==> config.mk <==
export PLATFORM = sky130hd
export DESIGN_NAME = mfc_fault_unit
export DESIGN_NICKNAME = d
export VERILOG_FILES = /design/src/rtl/mfc_pkg.sv /design/src/rtl/mfc_prio.sv /design/src/rtl/mfc_fault_unit.sv
export SDC_FILE = /design/constraint.sdc
export NUM_CORES = 1
export LEC_CHECK = 0
export ABC_CLOCK_PERIOD_IN_PS = 4500
export BUFFER_PORTS_ARGS = -buffer_cell sky130_fd_sc_hd__buf_2
export CORE_MARGIN = 5
export CORE_UTILIZATION = 57
export CTS_CLUSTER_SIZE = 20
export DETAILED_ROUTE_END_ITERATION = 10
export MAX_ROUTING_LAYER = met4
export PLACE_DENSITY_LB_ADDON = 0.12
export SYNTH_ARGS = -nofsm -noshare
export SYNTH_HDL_FRONTEND = slang
export SYNTH_SLANG_ARGS = --single-unit
==> constraint.sdc <==
create_clock -name core_clk -period 4.5 [get_ports core_clk]
set_input_delay 0.9 -clock core_clk [delete_from_list [all_inputs] [get_ports core_clk]]
set_output_delay 0.9 -clock core_clk [all_outputs]
set_load 0.05 [all_outputs]
==> src/rtl/mfc_pkg.sv <==
package mfc_pkg;

  // Fault cause codes, five bits: bit 4 lands in register bit 10, bits 3:0 in 3:0
  localparam logic [4:0] CODE_ALIGN      = 5'h01;
  localparam logic [4:0] CODE_TLB_MISS   = 5'h00;
  localparam logic [4:0] CODE_ICMO       = 5'h04;
  localparam logic [4:0] CODE_EXT_L1     = 5'h0C;
  localparam logic [4:0] CODE_EXT_L2     = 5'h0E;
  localparam logic [4:0] CODE_TRANS_SEC  = 5'h05;
  localparam logic [4:0] CODE_TRANS_PAGE = 5'h07;
  localparam logic [4:0] CODE_AF_SEC     = 5'h03;
  localparam logic [4:0] CODE_AF_PAGE    = 5'h06;
  localparam logic [4:0] CODE_DOM_SEC    = 5'h09;
  localparam logic [4:0] CODE_DOM_PAGE   = 5'h0B;
  localparam logic [4:0] CODE_PERM_SEC   = 5'h0D;
  localparam logic [4:0] CODE_PERM_PAGE  = 5'h0F;
  localparam logic [4:0] CODE_EXT_PREC   = 5'h08;
  localparam logic [4:0] CODE_EXT_IMPREC = 5'h16;
  // Reserved: parity exceptions are not supported, so this is never produced
  localparam logic [4:0] CODE_PARITY     = 5'h18;
  localparam logic [4:0] CODE_DEBUG      = 5'h02;

  // Check-time fault sources, index 0 has the highest priority
  localparam int NUM_SRC = 11;
  localparam logic [NUM_SRC-1:0][4:0] SRC_CODE = {
    CODE_PERM_PAGE, CODE_PERM_SEC, CODE_DOM_PAGE, CODE_DOM_SEC,
    CODE_AF_PAGE, CODE_AF_SEC, CODE_TRANS_PAGE, CODE_TRANS_SEC,
    CODE_EXT_L2, CODE_EXT_L1, CODE_ALIGN};
  // Sources whose domain field is meaningful
  localparam logic [NUM_SRC-1:0] SRC_DOM_VALID = 11'h7F4;

  // Fault cause register field positions
  localparam int FC_CODE_HI_BIT = 10;
  localparam int FC_EXT_BIT     = 12;
  localparam int FC_DOM_LSB     = 4;

  // Descriptor field positions
  localparam int DESC_TYPE_LSB  = 0;
  localparam int DESC_DOM_LSB   = 5;
  localparam int L1_AF_BIT      = 10;
  localparam int L2_AF_BIT      = 4;
  localparam logic [1:0] DESC_FAULT    = 2'h0;
  localparam logic [1:0] DESC_COARSE   = 2'h1;
  localparam logic [1:0] DESC_RESERVED = 2'h3;
  localparam logic [1:0] DOM_CLIENT    = 2'h1;

  // Register selects of the fault record port
  localparam logic [2:0] SEL_DATA_CAUSE  = 3'h0;
  localparam logic [2:0] SEL_FETCH_CAUSE = 3'h1;
  localparam logic [2:0] SEL_DATA_LOC    = 3'h2;
  localparam logic [2:0] SEL_FETCH_LOC   = 3'h3;
  localparam logic [2:0] SEL_WATCH_LOC   = 3'h4;

  localparam logic [31:0] RESET_WORD = 32'h0000_0000;

  // World index of the banked copies
  localparam int WORLD_NS = 0;
  localparam int WORLD_S  = 1;

endpackage

==> src/rtl/mfc_prio.sv <==
`timescale 1ns/1ps
module mfc_prio #(
  parameter int N = 11
) (
  input  wire logic [N-1:0]         req,
  output logic                      any,
  output logic [$clog2(N)-1:0]      idx
);

  // Lowest index wins; scanning downward lets the last hit stand
  always_comb begin
    any = |req;
    idx = '0;
    for (int i = N - 1; i >= 0; i--) begin
      if (req[i]) begin
        idx = ($clog2(N))'(i);
      end
    end
  end

endmodule

==> src/rtl/mfc_fault_unit.sv <==
`timescale 1ns/1ps
// Behaviour
// - A detected fault aborts before any external transaction; faulting access never issued.
// - Alignment checks follow the per-world enable, regardless of translation being on.
// - Translation, access flag, domain, permission faults only while translation is on.
// - A violation cancels the external access and returns an abort to the core.
// - Section translation fault on disabled walk or first-level type 00 or 11.
// - Page translation fault when second-level descriptor type is 00.
// - Access flag checks need both flag enable and extended format select set.
// - Flag zero on a loaded descriptor faults, section or page; never set by hardware.
// - Enable changes act at once, also on hits of older cached entries.
// - Access flag enable is banked per world; current world copy is used.
// - Domain entry bit 0 clear raises section or page domain fault.
// - Client domain checks permissions; failure raises section or page permission fault.
// - Debug aborts follow access completion and record the debug event code.
// - Watchpoints load the watch hit location; abort may be imprecise.
// - Cause code sits in bits 10 and 3:0, chosen by fixed priority.
// - Walk external aborts code by level; bit 12 marks slave versus decode error.
// - Translation faults code section or page; section has no valid domain.
// - Access flag faults code section or page with valid domain.
// - The parity fault code is never generated.
// - Data maintenance translation abort: data abort, data cause, both locations.
// - Instruction maintenance abort: data cause maintenance code, fetch cause the reason.
// - Fetch faults raise precise prefetch abort, fetch records only, data untouched.
// - Data external aborts update data cause; trap forces secure copies.
module mfc_fault_unit (
  input  wire logic        core_clk,
  input  wire logic        resetn,
  // Controls; the two-bit ones are banked, index 1 is the secure copy
  input  wire logic [1:0]  mmu_enable,
  input  wire logic [1:0]  alignment_check_enable,
  input  wire logic [1:0]  access_flag_enable,
  input  wire logic [1:0]  extended_format_select,
  input  wire logic [1:0]  walk_disable_lower,
  input  wire logic [1:0]  walk_disable_upper,
  input  wire logic        external_abort_trap,
  input  wire logic        monitor_debug_enable,
  input  wire logic [31:0] domain_access_control,
  // Lookup result of one access
  input  wire logic        chk_valid,
  input  wire logic        chk_fetch,
  input  wire logic        chk_secure,
  input  wire logic        chk_dcache_maint,
  input  wire logic        chk_icache_maint,
  input  wire logic [31:0] chk_addr,
  input  wire logic [31:0] chk_instr_addr,
  input  wire logic        chk_misaligned,
  input  wire logic        chk_walk_needed,
  input  wire logic        chk_walk_upper,
  input  wire logic [31:0] chk_l1_desc,
  input  wire logic [31:0] chk_l2_desc,
  input  wire logic        chk_walk_abort,
  input  wire logic        chk_walk_abort_l2,
  input  wire logic        chk_walk_slverr,
  input  wire logic        chk_perm_fail,
  // Completion of an issued access
  input  wire logic        done_valid,
  input  wire logic        done_fetch,
  input  wire logic        done_secure,
  input  wire logic [31:0] done_addr,
  input  wire logic        done_ext_error,
  input  wire logic        done_precise,
  input  wire logic        done_slverr,
  input  wire logic        done_breakpoint,
  input  wire logic        done_watchpoint,
  // Fault record port
  input  wire logic        reg_wr,
  input  wire logic        reg_rd,
  input  wire logic        reg_secure,
  input  wire logic [2:0]  reg_sel,
  input  wire logic [31:0] reg_wdata,
  output logic [31:0]      reg_rdata,
  // To memory and core
  output logic             mem_issue,
  output logic [31:0]      mem_issue_addr,
  output logic             abort_data,
  output logic             abort_prefetch,
  output logic             abort_imprecise
);

  typedef struct packed {
    logic [1:0][31:0] data_fault_cause;
    logic [1:0][31:0] fetch_fault_cause;
    logic [1:0][31:0] data_fault_location;
    logic [1:0][31:0] fetch_fault_location;
    logic [31:0]      watch_hit_location;
    logic [31:0]      rdata;
    logic             issue;
    logic [31:0]      issue_addr;
    logic             ab_data;
    logic             ab_prefetch;
    logic             ab_imprecise;
  } mfc_state_t;

  mfc_state_t st;
  mfc_state_t next_st;

  localparam int IDX_W = $clog2(mfc_pkg::NUM_SRC);

  logic                        w;
  logic                        on;
  logic                        walk_blocked;
  logic                        walk_done;
  logic                        is_page;
  logic [1:0]                  l1_type;
  logic [1:0]                  l2_type;
  logic [3:0]                  dom_idx;
  logic [1:0]                  dom_bits;
  logic                        af_active;
  logic [mfc_pkg::NUM_SRC-1:0] src;
  logic                        flt_any;
  logic [IDX_W-1:0]            flt_idx;
  logic [4:0]                  flt_code;
  logic                        flt_ext;

  always_comb begin
    w            = chk_secure;
    on           = mmu_enable[w];
    l1_type      = chk_l1_desc[mfc_pkg::DESC_TYPE_LSB +: 2];
    l2_type      = chk_l2_desc[mfc_pkg::DESC_TYPE_LSB +: 2];
    is_page      = (l1_type == mfc_pkg::DESC_COARSE);
    dom_idx      = chk_l1_desc[mfc_pkg::DESC_DOM_LSB +: 4];
    dom_bits     = domain_access_control[{dom_idx, 1'b0} +: 2];
    // Table walk disable picks the bit of the base register in use
    walk_blocked = chk_walk_needed &&
                   (chk_walk_upper ? walk_disable_upper[w] : walk_disable_lower[w]);
    walk_done    = chk_walk_needed && !walk_blocked && !chk_walk_abort;
    // Live enables, so a cached entry with a clear flag faults too
    af_active    = access_flag_enable[w] && extended_format_select[w];
    src = '0;
    src[0]  = alignment_check_enable[w] && chk_misaligned;
    src[1]  = on && chk_walk_abort && !chk_walk_abort_l2;
    src[2]  = on && chk_walk_abort && chk_walk_abort_l2;
    src[3]  = on && (walk_blocked || (walk_done &&
              (l1_type == mfc_pkg::DESC_FAULT ||
               l1_type == mfc_pkg::DESC_RESERVED)));
    src[4]  = on && walk_done && is_page && l2_type == mfc_pkg::DESC_FAULT;
    src[5]  = on && af_active && !is_page && !chk_l1_desc[mfc_pkg::L1_AF_BIT];
    src[6]  = on && af_active && is_page && !chk_l2_desc[mfc_pkg::L2_AF_BIT];
    src[7]  = on && !is_page && !dom_bits[0];
    src[8]  = on && is_page && !dom_bits[0];
    src[9]  = on && !is_page && dom_bits == mfc_pkg::DOM_CLIENT && chk_perm_fail;
    src[10] = on && is_page && dom_bits == mfc_pkg::DOM_CLIENT && chk_perm_fail;
    flt_code = mfc_pkg::SRC_CODE[flt_idx];
    flt_ext  = (flt_idx == IDX_W'(1) || flt_idx == IDX_W'(2)) && chk_walk_slverr;
  end

  mfc_prio #(
    .N(mfc_pkg::NUM_SRC)
  ) u_prio (
    .req(src),
    .any(flt_any),
    .idx(flt_idx)
  );

  // Packs a cause code into the register layout
  function automatic logic [31:0] cause_word(input logic [4:0] code, input logic ext,
                                              input logic dv, input logic [3:0] dom);
    logic [31:0] v;
    v = mfc_pkg::RESET_WORD;
    v[3:0] = code[3:0];
    v[mfc_pkg::FC_CODE_HI_BIT] = code[4];
    v[mfc_pkg::FC_EXT_BIT] = ext;
    if (dv) begin
      v[mfc_pkg::FC_DOM_LSB +: 4] = dom;
    end
    return v;
  endfunction

  logic [31:0] chk_word;
  logic        cw;
  logic        dw;
  logic        dbg_hit;
  logic [4:0]  done_code;
  logic        cr;

  always_comb begin
    chk_word = cause_word(flt_code, flt_ext, mfc_pkg::SRC_DOM_VALID[flt_idx], dom_idx);
    // Walk external aborts go to the secure copies while trapped
    cw  = (chk_walk_abort && external_abort_trap) ? 1'b1 : chk_secure;
    dw  = (done_ext_error && external_abort_trap) ? 1'b1 : done_secure;
    dbg_hit   = monitor_debug_enable && (done_breakpoint || done_watchpoint);
    done_code = done_ext_error ? (done_precise ? mfc_pkg::CODE_EXT_PREC
                                               : mfc_pkg::CODE_EXT_IMPREC)
                               : mfc_pkg::CODE_DEBUG;
    cr = reg_secure;
  end

  always_comb begin
    next_st = st;
    next_st.issue        = 1'b0;
    next_st.ab_data      = 1'b0;
    next_st.ab_prefetch  = 1'b0;
    next_st.ab_imprecise = 1'b0;

    // Software writes first, so a hardware record in the same cycle wins
    if (reg_wr) begin
      case (reg_sel)
        mfc_pkg::SEL_DATA_CAUSE:  next_st.data_fault_cause[cr]     = reg_wdata;
        mfc_pkg::SEL_FETCH_CAUSE: next_st.fetch_fault_cause[cr]    = reg_wdata;
        mfc_pkg::SEL_DATA_LOC:    next_st.data_fault_location[cr]  = reg_wdata;
        mfc_pkg::SEL_FETCH_LOC:   next_st.fetch_fault_location[cr] = reg_wdata;
        mfc_pkg::SEL_WATCH_LOC:   next_st.watch_hit_location       = reg_wdata;
        default: ;
      endcase
    end
    if (reg_rd) begin
      case (reg_sel)
        mfc_pkg::SEL_DATA_CAUSE:  next_st.rdata = st.data_fault_cause[cr];
        mfc_pkg::SEL_FETCH_CAUSE: next_st.rdata = st.fetch_fault_cause[cr];
        mfc_pkg::SEL_DATA_LOC:    next_st.rdata = st.data_fault_location[cr];
        mfc_pkg::SEL_FETCH_LOC:   next_st.rdata = st.fetch_fault_location[cr];
        mfc_pkg::SEL_WATCH_LOC:   next_st.rdata = st.watch_hit_location;
        default:                  next_st.rdata = mfc_pkg::RESET_WORD;
      endcase
    end

    // Completion: external errors and debug events, only after the access finished
    if (done_valid && (done_ext_error || dbg_hit)) begin
      if (done_fetch) begin
        next_st.fetch_fault_cause[dw] = cause_word(done_code,
                                        done_ext_error && done_slverr, 1'b0, 4'h0);
        if (done_ext_error) begin
          next_st.fetch_fault_location[dw] = done_addr;
        end
        next_st.ab_prefetch = 1'b1;
      end else begin
        next_st.data_fault_cause[dw] = cause_word(done_code,
                                       done_ext_error && done_slverr, 1'b0, 4'h0);
        // An imprecise external abort has no usable address, so it reads as zero
        next_st.data_fault_location[dw] = (done_ext_error && !done_precise) ?
                                          mfc_pkg::RESET_WORD : done_addr;
        if (!done_ext_error && done_watchpoint) begin
          next_st.watch_hit_location = done_addr;
        end
        next_st.ab_data      = 1'b1;
        next_st.ab_imprecise = done_ext_error ? !done_precise : done_watchpoint;
      end
    end

    // Check: a fault holds back the external access and aborts instead
    if (chk_valid) begin
      if (!flt_any) begin
        next_st.issue      = 1'b1;
        next_st.issue_addr = chk_addr;
      end else if (chk_icache_maint) begin
        next_st.data_fault_cause[cw] = cause_word(mfc_pkg::CODE_ICMO, 1'b0, 1'b0, 4'h0);
        next_st.fetch_fault_cause[cw]    = chk_word;
        next_st.data_fault_location[cw]  = chk_addr;
        next_st.fetch_fault_location[cw] = chk_instr_addr;
        next_st.ab_data = 1'b1;
      end else if (chk_dcache_maint) begin
        next_st.data_fault_cause[cw]     = chk_word;
        next_st.data_fault_location[cw]  = chk_addr;
        next_st.fetch_fault_location[cw] = chk_instr_addr;
        next_st.ab_data = 1'b1;
      end else if (chk_fetch) begin
        next_st.fetch_fault_cause[cw]    = chk_word;
        next_st.fetch_fault_location[cw] = chk_addr;
        next_st.ab_prefetch = 1'b1;
      end else begin
        next_st.data_fault_cause[cw]    = chk_word;
        next_st.data_fault_location[cw] = chk_addr;
        next_st.ab_data = 1'b1;
      end
      if (flt_any) begin
        next_st.ab_imprecise = 1'b0;
      end
    end
  end

  always_ff @(posedge core_clk) begin
    if (!resetn) begin
      st.data_fault_cause     <= {2{mfc_pkg::RESET_WORD}};
      st.fetch_fault_cause    <= {2{mfc_pkg::RESET_WORD}};
      st.data_fault_location  <= {2{mfc_pkg::RESET_WORD}};
      st.fetch_fault_location <= {2{mfc_pkg::RESET_WORD}};
      st.watch_hit_location   <= mfc_pkg::RESET_WORD;
      st.rdata                <= mfc_pkg::RESET_WORD;
      st.issue                <= 1'b0;
      st.issue_addr           <= mfc_pkg::RESET_WORD;
      st.ab_data              <= 1'b0;
      st.ab_prefetch          <= 1'b0;
      st.ab_imprecise         <= 1'b0;
    end else begin
      st <= next_st;
    end
  end

  assign reg_rdata       = st.rdata;
  assign mem_issue       = st.issue;
  assign mem_issue_addr  = st.issue_addr;
  assign abort_data      = st.ab_data;
  assign abort_prefetch  = st.ab_prefetch;
  assign abort_imprecise = st.ab_imprecise;

endmodule

Yosys cells after proc, flatten, opt, wreduce, memory -nomap -nowiden
Memories as Yosys holds them, arrays and structs flattened. Index checks and enable logic that the tools add are counted.

Bits in registers: 356. Memory bits (read-only): 96. Input port bits: 266. Output and inout bits: 68. Word-level logic and storage cells: 195. Memories kept: 2.

$lt $le $gt $ge: 8. Equal/unequal tests: 9. Shifts and indexed selects: 1. Muxes and demuxes: 99. Bitwise operators: 4. Reduce and logical (&&, ||, !) cells: 57.

Memories: (name not given) (depth 16, bits a word 5, rd ports 1, clocked after memory_dff 0, wr ports 0, RTL line mfc_fault_unit.sv:144) `flt_code = mfc_pkg::SRC_CODE[flt_idx];`; (name not given) (depth 16, bits a word 1, rd ports 1, clocked after memory_dff 0, wr ports 0, RTL line mfc_fault_unit.sv:178) `chk_word = cause_word(flt_code, flt_ext, mfc_pkg::SRC_DOM_VALID[flt_idx], dom_idx);`.

Operators by type and width (count): 64-bit 2-to-1 mux (15); 64-bit bitwise mux (13); 256-bit 2-to-1 mux (3); 288-bit 2-to-1 mux (2); 32-bit 2-to-1 mux (15); 32-bit one-hot mux with 5 select lines (1); 128-bit 2-to-1 mux (1); 32-bit demux with 1-bit select (3); 62-bit AND (1); 62-bit NOT (1); 4-bit 2-to-1 mux (12); 1-bit logical AND (37); 33-bit 2-to-1 mux (1); 32-bit by 6-bit variable part select with 2-bit output (1); 1-bit 2-to-1 mux (27); 5-bit 2-to-1 mux (3); 11-bit OR reduction (1); 1-bit logical NOT (9); 1-bit by 2-bit < comparator with 1-bit output, second input constant (4); 3-bit by 2-bit == test with 1-bit output, second input constant (2); 3-bit 2-to-1 mux (2); 1-bit logical OR (5); 4-bit by 5-bit < comparator with 1-bit output, second input constant (1); 2-bit by 1-bit == test with 1-bit output, second input constant (2); other kinds (12) (16).

Longest topological paths before layout
Depth in word-level cells: 25. Depth in mapped cells: 15. Depth with buffers taken out: 15.

Modules after synthesis
From an unflattened synthesis, not the netlist that was laid out.

Cell total of the unflattened synthesis: 2459. Area, all modules: 19792.7 um^2.

Modules (own cells, without submodules): mfc_fault_unit (times used 1, cells each 2440, area each 19680.1 um^2, seq. area each 7126.8 um^2); mfc_prio (times used 1, cells each 19, area each 112.6 um^2, seq. area each 0.0 um^2).

Least setup slack after synthesis
No wires, ideal clock.

Kind: input to register. Start point: in chk_l1_desc[7]. End point: reg st[329] (netlist name). Setup time: 70 ps. Data arrival time: 3889 ps. Required time: 4430 ps. Setup slack: 541 ps. Cell stages on the path: 13. Path buffers: 2. Cells stage by stage: clkbuf_1 -> mux4_1 -> a22o_1 -> or2_4 -> o31a_1 -> or4_4 -> inv_1 -> ha_1 -> inv_1 -> o21ai_1 -> clkbuf_1 -> nand3_1 -> a21oi_1.

Word-level cells in the longest chain between the ends: 24. Elaborated cells between the ends (all ways): 30. Classes of those cells: 1 x eq/ne; 1 x shift; 19 x mux; 8 x reduce/logical; 1 x memory.

RTL lines: from (decl) (RTL line mfc_fault_unit.sv:50) `input wire logic [31:0] chk_l1_desc,`; 32-bit by 6-bit variable part select with 2-bit output (*) (RTL line mfc_fault_unit.sv:123) `dom_bits = domain_access_control[{dom_idx, 1'b0} +: 2];`; 2-bit by 1-bit == test with 1-bit output (RTL line mfc_fault_unit.sv:142, mfc_fault_unit.sv:143); 1-bit logical AND (2 in series) (RTL line mfc_fault_unit.sv:143) `src[10] = on && is_page && dom_bits == mfc_pkg::DOM_CLIENT && chk_perm_fail;`; 4-bit 2-to-1 mux (11 in series) (RTL line mfc_prio.sv:15) `if (req[i]) begin`; memory read 16 x 1 bit; 1-bit 2-to-1 mux (not written as such) (RTL line mfc_fault_unit.sv:178); 4-bit 2-to-1 mux (RTL line mfc_fault_unit.sv:164) `if (dv) begin`; 64-bit bitwise mux (RTL line mfc_fault_unit.sv:253, mfc_fault_unit.sv:262); 64-bit 2-to-1 mux (RTL line mfc_fault_unit.sv:257) `end else if (chk_fetch) begin`; 64-bit 2-to-1 mux (RTL line mfc_fault_unit.sv:252) `end else if (chk_dcache_maint) begin`; 256-bit 2-to-1 mux (RTL line mfc_fault_unit.sv:246) `end else if (chk_icache_maint) begin`; 256-bit 2-to-1 mux (*) (RTL line mfc_fault_unit.sv:243) `if (!flt_any) begin`; 256-bit 2-to-1 mux (*) (RTL line mfc_fault_unit.sv:242) `if (chk_valid) begin`; to (signal assigned) (RTL line mfc_fault_unit.sv:286) `st <= next_st;`; to (decl) (RTL line mfc_fault_unit.sv:95) `mfc_state_t st;`.

Every way passes the cells marked *; elsewhere a longest branch is shown, timed or not. The select of a mux whose other input is x is not followed. A chain may end at the register's enable or synchronous reset.

Worst setup path after layout
Start point: in chk_l1_desc[5]. End point: reg st[230] (netlist name).

Word-level cells in the longest chain between the ends: 23. Elaborated cells between the ends (all ways): 29. Classes of those cells: 1 x eq/ne; 1 x shift; 18 x mux; 8 x reduce/logical; 1 x memory.

RTL lines (RTL line): 32-bit by 6-bit variable part select with 2-bit output (*) (mfc_fault_unit.sv:123); 2-bit by 1-bit == test with 1-bit output (mfc_fault_unit.sv:142, mfc_fault_unit.sv:143); 1-bit logical AND (2 in series) (mfc_fault_unit.sv:143); 4-bit 2-to-1 mux (11 in series) (mfc_prio.sv:15); memory read 16 x 5 bit; 5-bit 2-to-1 mux (not written as such) (mfc_fault_unit.sv:144); 64-bit bitwise mux (mfc_fault_unit.sv:248, mfc_fault_unit.sv:258); 64-bit 2-to-1 mux (mfc_fault_unit.sv:257); 64-bit 2-to-1 mux (mfc_fault_unit.sv:252); 256-bit 2-to-1 mux (mfc_fault_unit.sv:246); 256-bit 2-to-1 mux (*) (mfc_fault_unit.sv:243); 256-bit 2-to-1 mux (*) (mfc_fault_unit.sv:242).

Marks and branches as above.

==> results.ini <==
[outcome]
status=finished, final reports clean

[clocking]
cts_max_level=2
clock_path_buffers=3
clk_pin_slew_ns=0.06
holdBufCountCts=0
root_buffer=clkbuf_16
cts_tree=built
post_cts_buffers=0
cts_resized=0
clock-sinks=356
clkLatencyLatePin_ns=0.53
cts_buffers=39

[layout]
fin_area_um2=22000
area_growth_pct=13.4
post_route_cells_drive_above_1_share_pct=18.9
final_util_pct=65.5
nNetsFinal=2847

[timing]
rsz0062_at_grt=false
fmax_ghz=0.259
hold_ws_ns=0.453
min_period_over_period_pct=85.9
relSlewSlack_pct=18.5
setup-violations-final=0
skew_ns=0.0181
period_needed_ns=3.87
timing_max_transition_violations_final=0
finalHoldViolations=0
max_slew.worst_pin.slew_ns=1.22
fin_tns_setup_ns=0

[drt]
antenna_left=0
via_per_inst=6.79
wire_per_inst_um=25.5
drt-initial-drc-count=2665
drc=0
vias=20700
drt-total-wl_um=77800
dr.pass1.iters=6

[power_and_ir_drop]
p_leak_nw=8.66
total_power_mw=8.12
pwr_density_cell_nw_per_um2=370
peakVddDrop_uv=313

[setup_path]
crit_path_cell_trace=buf_2 -> mux4_1 -> a22o_1 -> or2_4 -> o31a_1 -> or4_4 -> ha_1 -> and2_1 -> a2111oi_0 -> o21a_1
slowest_stage=a2111oi_0
worstPathArrival_ns=4.33
worst-path-max-fanout=5
end_kind=flop
critPathKind=input port to flop
max_stage_delay_ns=0.72
critical_path_buf_inv_count=1
start_kind=input port
required_ns=4.96
cp_top_family=compound AO/OA/AOI/OAI gates

[grt]
antenna_found_initial=4
grt_max_degree=92
grt_pass1_vias=19600
grt_usage_pct=39.7
grt_pass1_wl_um=116000
globalRouteOverflowTotal=0

[die]
num_rows=67
die_area_um2=37800
io_pins=334
die_x_um=194
fp.dieH_um=194
start_util_pct=57.8
core_area_um2=33500

[logic_synthesis]
syn_area_per_cell_um2=7.77
synth_flop_cell=dfxtp_1
synth_area_um2=19400
synth_edf_count=0
synth_top_area_share_pct=36.8
syn_nets=2764
ys_warn_count=0
synthArstFlopShare_pct=0
synth_cells=2493
yosys-top-cells-area=dfxtp_1, nand2_1, mux2i_1, a21oi_1, clkbuf_1
yosysTopAreaCell=dfxtp_1
ys_ff_latch=356
yosysSeqAreaShare_pct=36.8
netlist-cell-type-count=65

[place]
post-dp-hpwl_um=50900
place_area_um2=20600
port_buffers=279
gp_routability_congestion=0.951

[min_path]
holdCritPathClass=flop to flop

[job]
maxCapViolations=0

-- path summary, 6_finish.rpt --
kind                      startpoint            endpoint  slack (ns)  cells past startpoint
hold reg to reg   mem_issue_addr[29]  mem_issue_addr[29]        0.45                      2
setup reg to reg              st[98]       reg_rdata[30]        3.02                      5
hold / removal    mem_issue_addr[29]  mem_issue_addr[29]        0.45                      2
setup / recovery      chk_l1_desc[5]             st[230]        0.63                     10
-- flip-flops by register name (all words and copies together), names as in the netlist --
register,flops
abort_imprecise,1
abort_data,1
abort_prefetch,1
reg_rdata,32
mem_issue,1
st,288
mem_issue_addr,32
-- layout make-up --
class | count | area, µm²
Fill cell | 2938 | 11600
Multi-Input combinational cell | 1807 | 10900
Sequential cell | 356 | 7130
Timing Repair Buffer | 360 | 2050
Clock buffer | 53 | 1140
Tap cell | 448 | 561
Clock inverter | 9 | 170
Inverter | 12 | 50.0
Antenna cell | 4 | 10.0
-- synth_stat cells, types with 5 or more instances --
cell and number:
o22ai_1 38, a211oi_1 36, buf_1 6, nor3_1 10
a31oi_1 48, nand2b_1 5, a211o_1 45, o21a_1 5
nor2_1 90, o21ai_0 120, mux2i_1 144, buf_4 65
and2_1 9, a2111oi_0 5, clkbuf_1 233, inv_1 10
a21o_1 5, a22o_1 65, a22oi_1 65, o21ai_1 6
o32ai_1 33, o211ai_1 5, nand2_1 524, dfxtp_1 356
a221oi_1 33, mux2_2 35, mux4_1 6, a21oi_1 287
buf_2 12, ha_1 5, nor2b_1 7, nand3_1 124
-- per-layer routing --
| metal | track usage [%] | up-vias | wire length [µm] |
|---|---|---|---|
| met5 | - | - | 0 |
| met4 | 15.8 | 0 | 3450 |
| met3 | 9.97 | 287 | 10800 |
| met2 | 58.0 | 1613 | 33100 |
| met1 | 53.1 | 9721 | 30500 |
| li1 | - | 9083 | - |
-- power breakdown --
group	switching [mW]	leakage [nW]	internal, mW	total, mW
registers	0.0951	2.89	3.31	3.40
clock network	1.32	0.648	2.04	3.36
logic	0.906	5.11	0.448	1.35
-- cells by family after synthesis --
family                     count (synthesis)  synth area share, %
adders and majority gates                  5                0.323
DFF                                      356                 36.8
AOI/OAI and AO/OA                        819                 27.4
buffers and inverters                    330                 7.77
muxes                                    189                 10.7
and+or+nand+nor                          794                 17.0
-- per-stage QoR --
stage                     std cells  setup WS [ns]
after detailed placement       2983          0.200
after floorplan                2493          0.541
final                          3049          0.633
after CTS                      3045          0.705
after global routing           3049          0.538
after global placement         2983          0.201
-- worst register-to-register path, cell delays in order, from the launching register on --
cell	delay, ns
dfxtp_1	0.31
a22o_1	0.20
a221oi_1	0.35
a31oi_1	0.24
a21oi_1	0.18
nor2_1	0.06
-- cells in the final DEF (no fill, tap or decap), types with 6 or more instances in the layout --
cell type  count
a21oi_1      286
o22ai_1       38
clkbuf_16     41
buf_4         77
a31oi_1       48
a221oi_1      33
buf_2        279
a211o_1       45
nor3_1         7
mux2_2        35
o32ai_1       33
nand3_1      124
dfxtp_1      356
inv_1         10
nor2_1        87
and2_1         8
mux2i_1      144
mux4_1         6
nor2b_1        6
a22oi_1       65
a211oi_1      36
nand2_1      518
nand2_2        6
clkbuf_8       7
a22o_1        65
o21ai_0      120
Power figures use the tool's default switching activity.
